### config.mk
export PLATFORM = sky130hd
export DESIGN_NAME = swd_decoder
export DESIGN_NICKNAME = d
export VERILOG_FILES = /design/src/shared/swd_pkg.sv /design/src/verilog/swd_decoder.sv
export SDC_FILE = /design/constraint.sdc
export NUM_CORES = 1
export LEC_CHECK = 0
export ABC_AREA = 1
export BUFFER_PORTS_ARGS = -buffer_cell sky130_fd_sc_hd__buf_2
export CORE_ASPECT_RATIO = 1.25
export CORE_MARGIN = 2
export CORE_UTILIZATION = 40
export CTS_BUF_LIST = sky130_fd_sc_hd__clkbuf_2 sky130_fd_sc_hd__clkbuf_4 sky130_fd_sc_hd__clkbuf_8
export DETAILED_ROUTE_END_ITERATION = 16
export PLACE_DENSITY = 0.57
export SYNTH_ARGS = -nofsm -noshare
export SYNTH_HDL_FRONTEND = slang
export SYNTH_SLANG_ARGS = --single-unit
### constraint.sdc
create_clock -name hclk -period 8.75 [get_ports hclk]
set_input_delay 0 -clock hclk [delete_from_list [all_inputs] [get_ports hclk]]
set_output_delay 0 -clock hclk [all_outputs]
set_load 0.05 [all_outputs]
### src/shared/swd_pkg.sv
// Register map, frame constants and state record of the wake decoder
package swd_pkg;
    // Register byte offsets
    localparam logic [7:0] A_CTRL = 8'h00;
    localparam logic [7:0] A_BITQ = 8'h04;
    localparam logic [7:0] A_SAMP = 8'h08;
    localparam logic [7:0] A_RCTL = 8'h0c;
    localparam logic [7:0] A_RCLK = 8'h10;
    localparam logic [7:0] A_RHI = 8'h14;
    localparam logic [7:0] A_RLO = 8'h18;
    localparam logic [7:0] A_FILT = 8'h1c;
    localparam logic [7:0] A_WID = 8'h20;
    localparam logic [7:0] A_WMSK = 8'h24;
    localparam logic [7:0] A_STAT = 8'h28;
    localparam logic [7:0] A_OSCH = 8'h2c;
    localparam logic [7:0] A_OSCL = 8'h30;
    localparam logic [7:0] A_TRIM = 8'h34;
    localparam logic [7:0] A_OPT = 8'h38;
    // Bit positions inside a base frame, SOF is 0
    localparam logic [6:0] IDX_ID_END = 7'h0b;
    localparam logic [6:0] IDX_EDL = 7'h0e;
    // Counter overflow value, run lengths
    localparam logic [5:0] FRAME_ERROR_COUNT_OVF = 6'h20;
    localparam logic [2:0] EOF_LEN = 3'h7;
    localparam logic [2:0] STUFF_LEN = 3'h5;
    // Silence window is 0.6 s to 1.2 s; the short end is taken
    localparam real SILENCE_S = 0.6;
    localparam real CLK_HZ = 25.0e6;
    localparam int SILENCE_CYC = int'($ceil(SILENCE_S * CLK_HZ));
    // Frame decoder states
    typedef enum logic [1:0] {FS_IDLE, FS_HDR, FS_CLS, FS_SKIP} swd_fs_t;
    // Whole state of the block
    typedef struct packed {
        logic tol; logic hold; logic rxsel; logic [2:0] mode;
        logic osc_en; logic [1:0] trim_en;
        logic [5:0] bt; logic [5:0] sp; logic recovery_enable; logic [1:0] csel;
        logic [5:0] lhi; logic [5:0] llo; logic [7:0] filt;
        logic [10:0] wid; logic [10:0] wmsk; logic [7:0] trim; logic [7:0] opt;
        logic wake; logic pat; logic wuf; logic cfg; logic [5:0] frame_error_count;
        logic [15:0] osc;
        logic rdy; logic [31:0] rdata; logic ap; logic [7:0] aa; logic aw;
        logic [2:0] ra; logic [2:0] rb; logic [2:0] tx; logic rxs; logic txs;
        logic [2:0] pre; logic [5:0] tq; logic [5:0] wbt; logic rxp;
        swd_fs_t fs; logic [6:0] idx; logic [2:0] run; logic last;
        logic [10:0] id; logic [2:0] rec; logic fdt; logic [7:0] dom;
        logic [23:0] sil; logic sdone; logic irq; logic rst;
    } swd_st_t;
    // Values after reset
    localparam swd_st_t ST_RST = '{bt: 6'h3f, sp: 6'h33, lhi: 6'h3f, llo: 6'h20,
        wbt: 6'h3f, ra: 3'h7, rb: 3'h7, tx: 3'h7, rxs: 1'b1, txs: 1'b1,
        rxp: 1'b1, last: 1'b1, rdy: 1'b1, fs: FS_IDLE, default: '0};
endpackage

### src/verilog/swd_decoder.sv
// Selective-wake frame decoder with AHB-Lite register slave
// How it works
// - Wake restarts in sleep, interrupts otherwise
// - Wake sets flag; cause bits tell why
// - Bit quanta count plus clock select timing
// - Select bit picks decoder receiver path
// - Measure enable, CAN off, pulse counted
// - Trim writes only with enable and 11
// - Tolerance enable bit turns mode on
// - Fast frames: no checks, no selective wake
// - Decoder ready again after frame end
// - EDL one halts, zero continues decoding
// - Filter sets minimum accepted dominant time
// - Tolerance off: up on bad, down good
// - Tolerance on, hold off: down any good
// - Tolerance and hold: counter kept zero
// - Silence expiry clears counter hold bit
// - Recovery tracks bit stream, adjusts timing
// - Limit exceeded: reload programmed bit time
// - Silence timeout between 0.6 and 1.2 s
// - Counter overflow wakes, reads 100000
// - Tolerance on: filter drops short fast dominant pulses
`timescale 1ns/100ps
module swd_decoder import swd_pkg::*; #(
    parameter int SILENCE = SILENCE_CYC
) (
    // Clock and reset
    input wire logic hclk,
    input wire logic hresetn,
    // AHB-Lite slave
    input wire logic hsel,
    input wire logic [31:0] haddr,
    input wire logic [1:0] htrans,
    input wire logic hwrite,
    input wire logic [2:0] hsize,
    input wire logic [31:0] hwdata,
    input wire logic hready,
    output logic [31:0] hrdata,
    output logic hreadyout,
    output logic hresp,
    // Bus side pins, recessive high
    input wire logic rx_main,
    input wire logic rx_wake,
    input wire logic can_transmit_input,
    // Chip state and wake signalling
    input wire logic chip_sleep,
    output logic wake_irq,
    output logic restart_req,
    // Oscillator adjust values
    output logic [7:0] osc_trim,
    output logic [7:0] osc_option
);
    // Silence counter is 24 bits wide
    if (SILENCE < 1 || SILENCE > 24'hffffff) begin : g_chk
        $error("SILENCE out of range");
    end
    localparam logic [23:0] SIL_LAST = 24'(SILENCE - 1);

    swd_st_t s_q, s_d; // State record
    logic acc; // Address phase taken
    logic wr; // Write data phase
    logic [2:0] c; // Selected receiver chain
    logic rx_f; // Filtered receive level
    logic tq_en; // One quantum elapsed
    logic smp; // Sample point pulse
    logic fall; // Recessive to dominant edge
    logic [5:0] nb; // Recovered bit length
    logic lim_hit; // Recovery out of limits
    logic stuffed; // Current bit is a stuff bit
    logic serr; // Stuff violation
    logic eof; // Seventh recessive bit
    logic fd_det; // Fast frame detected
    logic good_cls, good_fd; // Frames ended cleanly
    logic inc, dec; // Counter steps
    logic wuf_ev, pat_ev, ovf_ev, wk_ev; // Wake causes
    logic sil_exp; // Silence expiry pulse
    logic meas; // Oscillator measuring

    // Next state of everything
    always_comb begin
        s_d = s_q;
        // Bus front end; reads take one wait state so writes land first
        acc = hsel && hready && htrans[1] && hsize == 3'h2;
        wr = s_q.ap && s_q.aw;
        s_d.ap = acc;
        s_d.rdy = !(acc && !hwrite);
        if (acc) begin
            s_d.aa = haddr[31:8] == '0 ? haddr[7:0] : 8'hff;
            s_d.aw = hwrite;
        end
        if (s_q.ap && !s_q.aw) begin
            case (s_q.aa)
                A_CTRL: s_d.rdata = {21'h0, s_q.trim_en, s_q.osc_en, 1'b0, s_q.mode,
                    1'b0, s_q.rxsel, s_q.hold, s_q.tol};
                A_BITQ: s_d.rdata = {26'h0, s_q.bt};
                A_SAMP: s_d.rdata = {26'h0, s_q.sp};
                A_RCTL: s_d.rdata = {31'h0, s_q.recovery_enable};
                A_RCLK: s_d.rdata = {30'h0, s_q.csel};
                A_RHI: s_d.rdata = {26'h0, s_q.lhi};
                A_RLO: s_d.rdata = {26'h0, s_q.llo};
                A_FILT: s_d.rdata = {24'h0, s_q.filt};
                A_WID: s_d.rdata = {21'h0, s_q.wid};
                A_WMSK: s_d.rdata = {21'h0, s_q.wmsk};
                A_STAT: s_d.rdata = {18'h0, s_q.frame_error_count, 4'h0, s_q.cfg, s_q.wuf,
                    s_q.pat, s_q.wake};
                A_OSCH: s_d.rdata = {24'h0, s_q.osc[15:8]};
                A_OSCL: s_d.rdata = {24'h0, s_q.osc[7:0]};
                A_TRIM: s_d.rdata = {24'h0, s_q.trim};
                A_OPT: s_d.rdata = {24'h0, s_q.opt};
                default: s_d.rdata = '0; // Unmapped reads zero
            endcase
        end
        // Register writes; status bits clear on one
        if (wr) begin
            case (s_q.aa)
                A_CTRL: begin
                    s_d.tol = hwdata[0];
                    s_d.hold = hwdata[1];
                    s_d.rxsel = hwdata[2];
                    s_d.mode = hwdata[6:4];
                    s_d.osc_en = hwdata[8];
                    s_d.trim_en = hwdata[10:9];
                end
                A_BITQ: s_d.bt = hwdata[5:0];
                A_SAMP: s_d.sp = hwdata[5:0];
                A_RCTL: s_d.recovery_enable = hwdata[0];
                A_RCLK: s_d.csel = hwdata[1:0];
                A_RHI: s_d.lhi = hwdata[5:0];
                A_RLO: s_d.llo = hwdata[5:0];
                A_FILT: s_d.filt = hwdata[7:0];
                A_WID: s_d.wid = hwdata[10:0];
                A_WMSK: s_d.wmsk = hwdata[10:0];
                A_STAT: begin
                    s_d.wake = s_q.wake && !hwdata[0];
                    s_d.pat = s_q.pat && !hwdata[1];
                    s_d.wuf = s_q.wuf && !hwdata[2];
                    s_d.cfg = s_q.cfg && !hwdata[3];
                    if (hwdata[4]) s_d.frame_error_count = '0;
                end
                // Trim is locked unless the measure enable and both trim enable bits are set
                A_TRIM: if (s_q.osc_en && s_q.trim_en == 2'b11) s_d.trim = hwdata[7:0];
                A_OPT: if (s_q.osc_en && s_q.trim_en == 2'b11) s_d.opt = hwdata[7:0];
                default: ;
            endcase
        end

        // Pin synchronisers; a level counts once stages two and three agree
        s_d.ra = {s_q.ra[1:0], rx_main};
        s_d.rb = {s_q.rb[1:0], rx_wake};
        s_d.tx = {s_q.tx[1:0], can_transmit_input};
        c = s_q.rxsel ? s_q.rb : s_q.ra;
        if (c[2] == c[1]) s_d.rxs = c[2];
        if (s_q.tx[2] == s_q.tx[1]) s_d.txs = s_q.tx[2];

        // Short dominant pulses inside a skipped fast frame are ignored when tolerance is on
        s_d.dom = s_q.rxs ? 8'h00 : (s_q.dom == 8'hff ? s_q.dom : s_q.dom + 8'h01);
        rx_f = s_q.rxs || (s_q.fs == FS_SKIP && s_q.tol && s_q.dom < s_q.filt);

        // Quantum prescaler: 1, 2, 4 or 8 clocks per quantum
        tq_en = s_q.pre == 3'((4'h1 << s_q.csel) - 4'h1);
        s_d.pre = tq_en ? 3'h0 : s_q.pre + 3'h1;
        // Bit timer; sample point beyond bit length never samples
        smp = tq_en && s_q.tq == s_q.sp;
        if (tq_en) s_d.tq = s_q.tq == s_q.wbt ? 6'h00 : s_q.tq + 6'h01;
        fall = s_q.rxp && !rx_f;
        s_d.rxp = rx_f;

        // Edge handling: hard sync at idle, recovery inside a frame
        nb = s_q.wbt;
        lim_hit = 1'b0;
        if (fall && s_q.fs == FS_IDLE) begin
            s_d.tq = 6'h00;
            s_d.pre = 3'h0;
            s_d.wbt = s_q.bt;
        end else if (fall && s_q.recovery_enable) begin
            // Late edge stretches the bit, early edge shortens it
            if (s_q.tq > (s_q.wbt >> 1)) nb = s_q.wbt - 6'h01;
            else if (s_q.tq != 6'h00) nb = s_q.wbt + 6'h01;
            lim_hit = nb > s_q.lhi || nb < s_q.llo;
            s_d.wbt = lim_hit ? s_q.bt : nb;
            s_d.tq = 6'h00;
            s_d.pre = 3'h0;
        end

        // Frame decoder, runs on sample points
        stuffed = (s_q.fs == FS_HDR || s_q.fs == FS_CLS) && s_q.run == STUFF_LEN;
        // Recessive runs are allowed so the frame tail is not an error
        serr = smp && stuffed && rx_f == s_q.last && !rx_f;
        eof = smp && rx_f && s_q.rec == EOF_LEN - 3'h1;
        fd_det = 1'b0;
        good_cls = 1'b0;
        good_fd = 1'b0;
        if (smp) begin
            s_d.rec = !rx_f ? 3'h0 : (s_q.rec == EOF_LEN ? s_q.rec : s_q.rec + 3'h1);
            s_d.run = rx_f != s_q.last ? 3'h1 :
                (s_q.run == EOF_LEN ? s_q.run : s_q.run + 3'h1);
            s_d.last = rx_f;
            case (s_q.fs)
                FS_IDLE: if (!rx_f) begin
                    s_d.fs = FS_HDR;
                    s_d.idx = 7'h01;
                    s_d.id = '0;
                    s_d.fdt = 1'b0;
                end
                FS_HDR: if (serr) begin
                    s_d.fs = FS_SKIP;
                end else if (stuffed) begin
                    s_d.run = 3'h1; // Stuff bit dropped
                end else begin
                    s_d.idx = s_q.idx + 7'h01;
                    if (s_q.idx <= IDX_ID_END) s_d.id = {s_q.id[9:0], rx_f};
                    if (s_q.idx == IDX_EDL) begin
                        fd_det = rx_f;
                        s_d.fdt = rx_f && s_q.tol;
                        s_d.fs = rx_f ? FS_SKIP : FS_CLS;
                    end
                end
                FS_CLS: if (serr) s_d.fs = FS_SKIP;
                else if (eof) begin
                    good_cls = 1'b1;
                    s_d.fs = FS_IDLE;
                end else if (stuffed) s_d.run = 3'h1;
                // No checks at all while skipping
                FS_SKIP: if (eof) begin
                    good_fd = s_q.fdt;
                    s_d.fs = FS_IDLE;
                end
                default: s_d.fs = FS_IDLE;
            endcase
        end

        // Error counter
        inc = serr || (fd_det && !s_q.tol);
        dec = good_cls || good_fd;
        ovf_ev = 1'b0;
        if (s_q.tol && s_q.hold) s_d.frame_error_count = '0;
        else if (s_q.frame_error_count == FRAME_ERROR_COUNT_OVF) s_d.frame_error_count = FRAME_ERROR_COUNT_OVF;
        else if (inc) begin
            s_d.frame_error_count = s_q.frame_error_count + 6'h01;
            ovf_ev = s_q.frame_error_count == FRAME_ERROR_COUNT_OVF - 6'h01;
        end else if (dec && s_q.frame_error_count != '0) s_d.frame_error_count = s_q.frame_error_count - 6'h01;

        // Bus silence timer, counted on the raw receive level
        sil_exp = s_q.rxs && !s_q.sdone && s_q.sil == SIL_LAST;
        s_d.sil = !s_q.rxs ? 24'h0 : (sil_exp ? s_q.sil : s_q.sil + 24'h1);
        if (!s_q.rxs) s_d.sdone = 1'b0;
        else if (sil_exp) s_d.sdone = 1'b1;
        if (sil_exp) s_d.hold = 1'b0;

        // Wake causes; pattern wake only in plain wake mode
        wuf_ev = good_cls && s_q.mode[2] && s_q.mode[1:0] != 2'b00 &&
            ((s_q.id ^ s_q.wid) & ~s_q.wmsk) == '0;
        pat_ev = s_q.sdone && !s_q.rxs && s_q.mode == 3'h1;
        wk_ev = wuf_ev || ovf_ev || pat_ev;
        // Sets come after clears so a same-cycle event survives
        if (wk_ev) s_d.wake = 1'b1;
        if (pat_ev) s_d.pat = 1'b1;
        if (wuf_ev) s_d.wuf = 1'b1;
        if (ovf_ev) s_d.cfg = 1'b1;
        s_d.irq = wk_ev && !chip_sleep;
        s_d.rst = wk_ev && chip_sleep;

        // Oscillator pulse measurement, CAN off, pulse is low on the pin
        meas = s_q.osc_en && s_q.mode == 3'h0;
        if (meas && s_q.txs && s_q.tx[2] == s_q.tx[1] && !s_q.tx[2]) s_d.osc = '0;
        else if (meas && !s_q.txs && s_q.osc != 16'hffff) s_d.osc = s_q.osc + 16'h1;
    end

    // State register
    always_ff @(posedge hclk or negedge hresetn) begin
        if (!hresetn) s_q <= ST_RST;
        else s_q <= s_d;
    end

    // Outputs straight from the record
    assign hrdata = s_q.rdata;
    assign hreadyout = s_q.rdy;
    assign hresp = s_q.cfg && 1'b0;
    assign wake_irq = s_q.irq;
    assign restart_req = s_q.rst;
    assign osc_trim = s_q.trim;
    assign osc_option = s_q.opt;
endmodule

==> results.toml <==
[finish]
seq_area_mm2 = 0.005627
fill_cells = 3088
most-common-layout-cells = "nand2_1, inv_1, dfrtp_1"
multi_input_area_mm2 = 0.005663
final_area_mm2 = 0.01433
final_common_cell = "nand2_1"
fin_cells = 2114
finalNetCount = 1799
drive_gt1_share_pct = 13.88
n_antenna_cell = 0
area_growth_syn_to_layout_pct = 14.50

[clock_tree]
clkTransAtPathRegs_ps = 60
htree_levels = 2
numCtsBuffers = 40
cts_root_buffer = "clkbuf_8"
cts_tree = "built"
postCtsSetupBuffers = 0
clock_latency_ps = 570
cts.sinks = 223
cts_buffer_depth = 3

[sta]
fin_crit_ps = 3882
tightest_slew_ps = 1025
finalClockSkew_ps = 40.38
slew-limit-headroom_pct = 31.65
tns_ps = 0
hold_viol = 0
period_share_pct = 44.36
maxSlewViolCount = 0
setup_viol = 0
rsz0062_at_grt = "false"
fmax_mhz = 257.6

[detailed_routing]
drcViolationCount = 0
detailedRoute.firstIterationViolations = 687
drt-total-wl_um = 33860
via_per_inst = 5.098
firstDrtPassIters = 7
postRouteAntennaNets = 0
wl_per_cell_um = 16.02
vias = 10780

[placed_design]
gp_congestion = 0.8479
placed_area_mm2 = 0.01305
portBuffers = 88
hpwl_um = 24760
dp.cells = 2005

[global_route]
grt_antenna_before_repair = 0
grt-ovfl-total = 0
grt_usage_pct = 21.33
grt_pass1_vias = 10700
grt_max_degree = 88
grt_first_pass_wirelength_um = 55820

[setup_path]
crit_family = "simple AND/OR/NAND/NOR gates"
crit_type = "flip-flop to flip-flop"
startpoint_type = "flip-flop"
cpMostUsedCell = "nand2_1"
crit_path_end_kind = "flip-flop"
cp_slowest_cell = "o32ai_1"
crit_required_ps = 9240
worst_ep_arrival_time_ps = 4370
path_max_fanout = 9
path_buf_inv = 3
cpPeakStageDelay_ps = 760
path_cells = "inv_1, ha_1, nand2_1, nor2_2, nand2_1, nand3_1, nand2_2, inv_1, nand2_1, nand2_1, xor2_1, inv_1, ha_1, a21oi_1, nor2_1, o32ai_1, nand2_2, nand2_1, nand3_1, nand2_1"

[floorplan]
die_h_um = 201.7
fp.dieW_um = 162.2
die_area_mm2 = 0.03272
core_mm2 = 0.03090
ioPinCount = 130
rows = 72
start_util_pct = 40.49

[logic_synthesis]
syn_area_per_cell_um2 = 7.954
synth.distinct_cells = 52
ys_ff_latch = 223
synth_edf_count = 0
seq_area_frac_synth_pct = 44.97
synthFlopType = "dfrtp_1"
syn_area_mm2 = 0.01251
yosysWarningCount = 0
postSynthCellCount = 1573
synthArstFlopShare_pct = 100.0

[power]
ir_worst_vdd_v = 0.0001155
finalPower_w = 0.002533
power_density_mw_per_mm2 = 176.8
leakage_nw = 7.140

[run]
drv_cap = 0

[min_path]
hp-class = "input port to flip-flop"

[outcome]
status = "finished, final reports clean"
[Yosys cell counts, drive strengths merged (21+ instances only)]
cell	n	share of area, %
dfrtp	186	37
nor3	51	2.1
nand2	365	11
dfstp	37	7.8
nor2	110	3.3
xor2	27	1.9
o21ai	179	7.2
nand4	24	1.3
buf	58	3.4
clkbuf	27	0.81
nand3	74	3.0
inv	203	6.1
o22ai	21	1.1
ha	46	4.6
a21oi	58	2.4
[routing by layer]
metal / GRT usage (%) / vias up / wire (um)
met5: 0 / - / 0
met4: 7.238 / 0 / 1055
met3: 3.030 / 68 / 1353
met2: 37.26 / 238 / 16880
met1: 26.98 / 5114 / 14580
li1: - / 5357 / -
[kinds of logic (layout without fill, tap and decap cells)]
kind of cell | Yosys count | after routing | share of synthesized area, %
AND/OR/NAND/NOR | 655 | 655 | 22.51
other | 1 | 19 | 0.02997
adder cells (fa/ha/maj) | 47 | 47 | 4.680
AO/OA/AOI/OAI | 314 | 314 | 14.37
flip-flops | 223 | 223 | 44.97
XOR/XNOR | 43 | 43 | 3.010
multiplexers | 1 | 1 | 0.1200
buffers and inverters | 289 | 405 | 10.31
[path summary, 6_finish.rpt]
check | from | end | slack (ps) | cells past startpoint
max in group asynchronous | hresetn | s_q[154] | 7180 | 3
worst min-delay path | hwdata[1] | osc_option[1] | 20 | 3
worst max-delay path | s_q[68] | s_q[65] | 4870 | 20
worst min register to register | s_d[85] | s_d[86] | 350 | 0
min in group asynchronous | hresetn | s_q[234] | 30 | 2
worst max register to register | s_q[68] | s_q[65] | 4870 | 20
[state kept, by name, summed over array words and instances, names as in the netlist]
register / cells
hrdata: 14
hreadyout: 1
osc_option: 8
osc_trim: 8
restart_req: 1
s_d: 6
s_q: 184
wake_irq: 1
[cell type report]
type / instances / share of cell area (%)
clock buffer: 66 / 5.817
clock inverter: 8 / 0.6638
inverter: 204 / 5.362
multi-input combinational: 1079 / 39.53
sequential: 223 / 39.28
tap: 407 / 3.555
timing repair buffer: 127 / 5.799
[worst register-to-register path, cell delays in order, from the launching register on]
cell and delay, ps:
dfstp_2 620, inv_1 100, ha_1 300, nand2_1 70
nor2_2 130, nand2_1 60, nand3_1 100, nand2_2 130
inv_1 120, nand2_1 50, nand2_1 80, xor2_1 230
inv_1 100, ha_1 300, a21oi_1 150, nor2_1 50
o32ai_1 760, nand2_2 210, nand2_1 110, nand3_1 70
nand2_1 90
[stage by stage]
step           setup slack, ps  util [%]  hold slack, ps
6_report                  4868     46.36           20.50
5_1_grt                   4393     46.36           48.55
4_1_cts                   4827     46.36           14.50
3_5_place_dp              4867     42.23           53.59
3_3_place_gp              4896     42.23           60.09
2_1_floorplan             5326         -          -295.6
[power breakdown]
| group | internal, W | total (W) | switching, W |
|---|---|---|---|
| Combinational | 0.000102 | 0.000302 | 0.000199 |
| Sequential | 0.00108 | 0.00112 | 0.0000415 |
| Clock | 0.000661 | 0.00111 | 0.000452 |
| Total | 0.00184 | 0.00253 | 0.000693 |
[timing repair]
item                       CTS  global route
setup endpoints to repair    0             0
hold buffers                35             0
hold endpoints to repair   138             0
resized for setup            0             0
No activity file was read; power rests on OpenSTA's default activity.
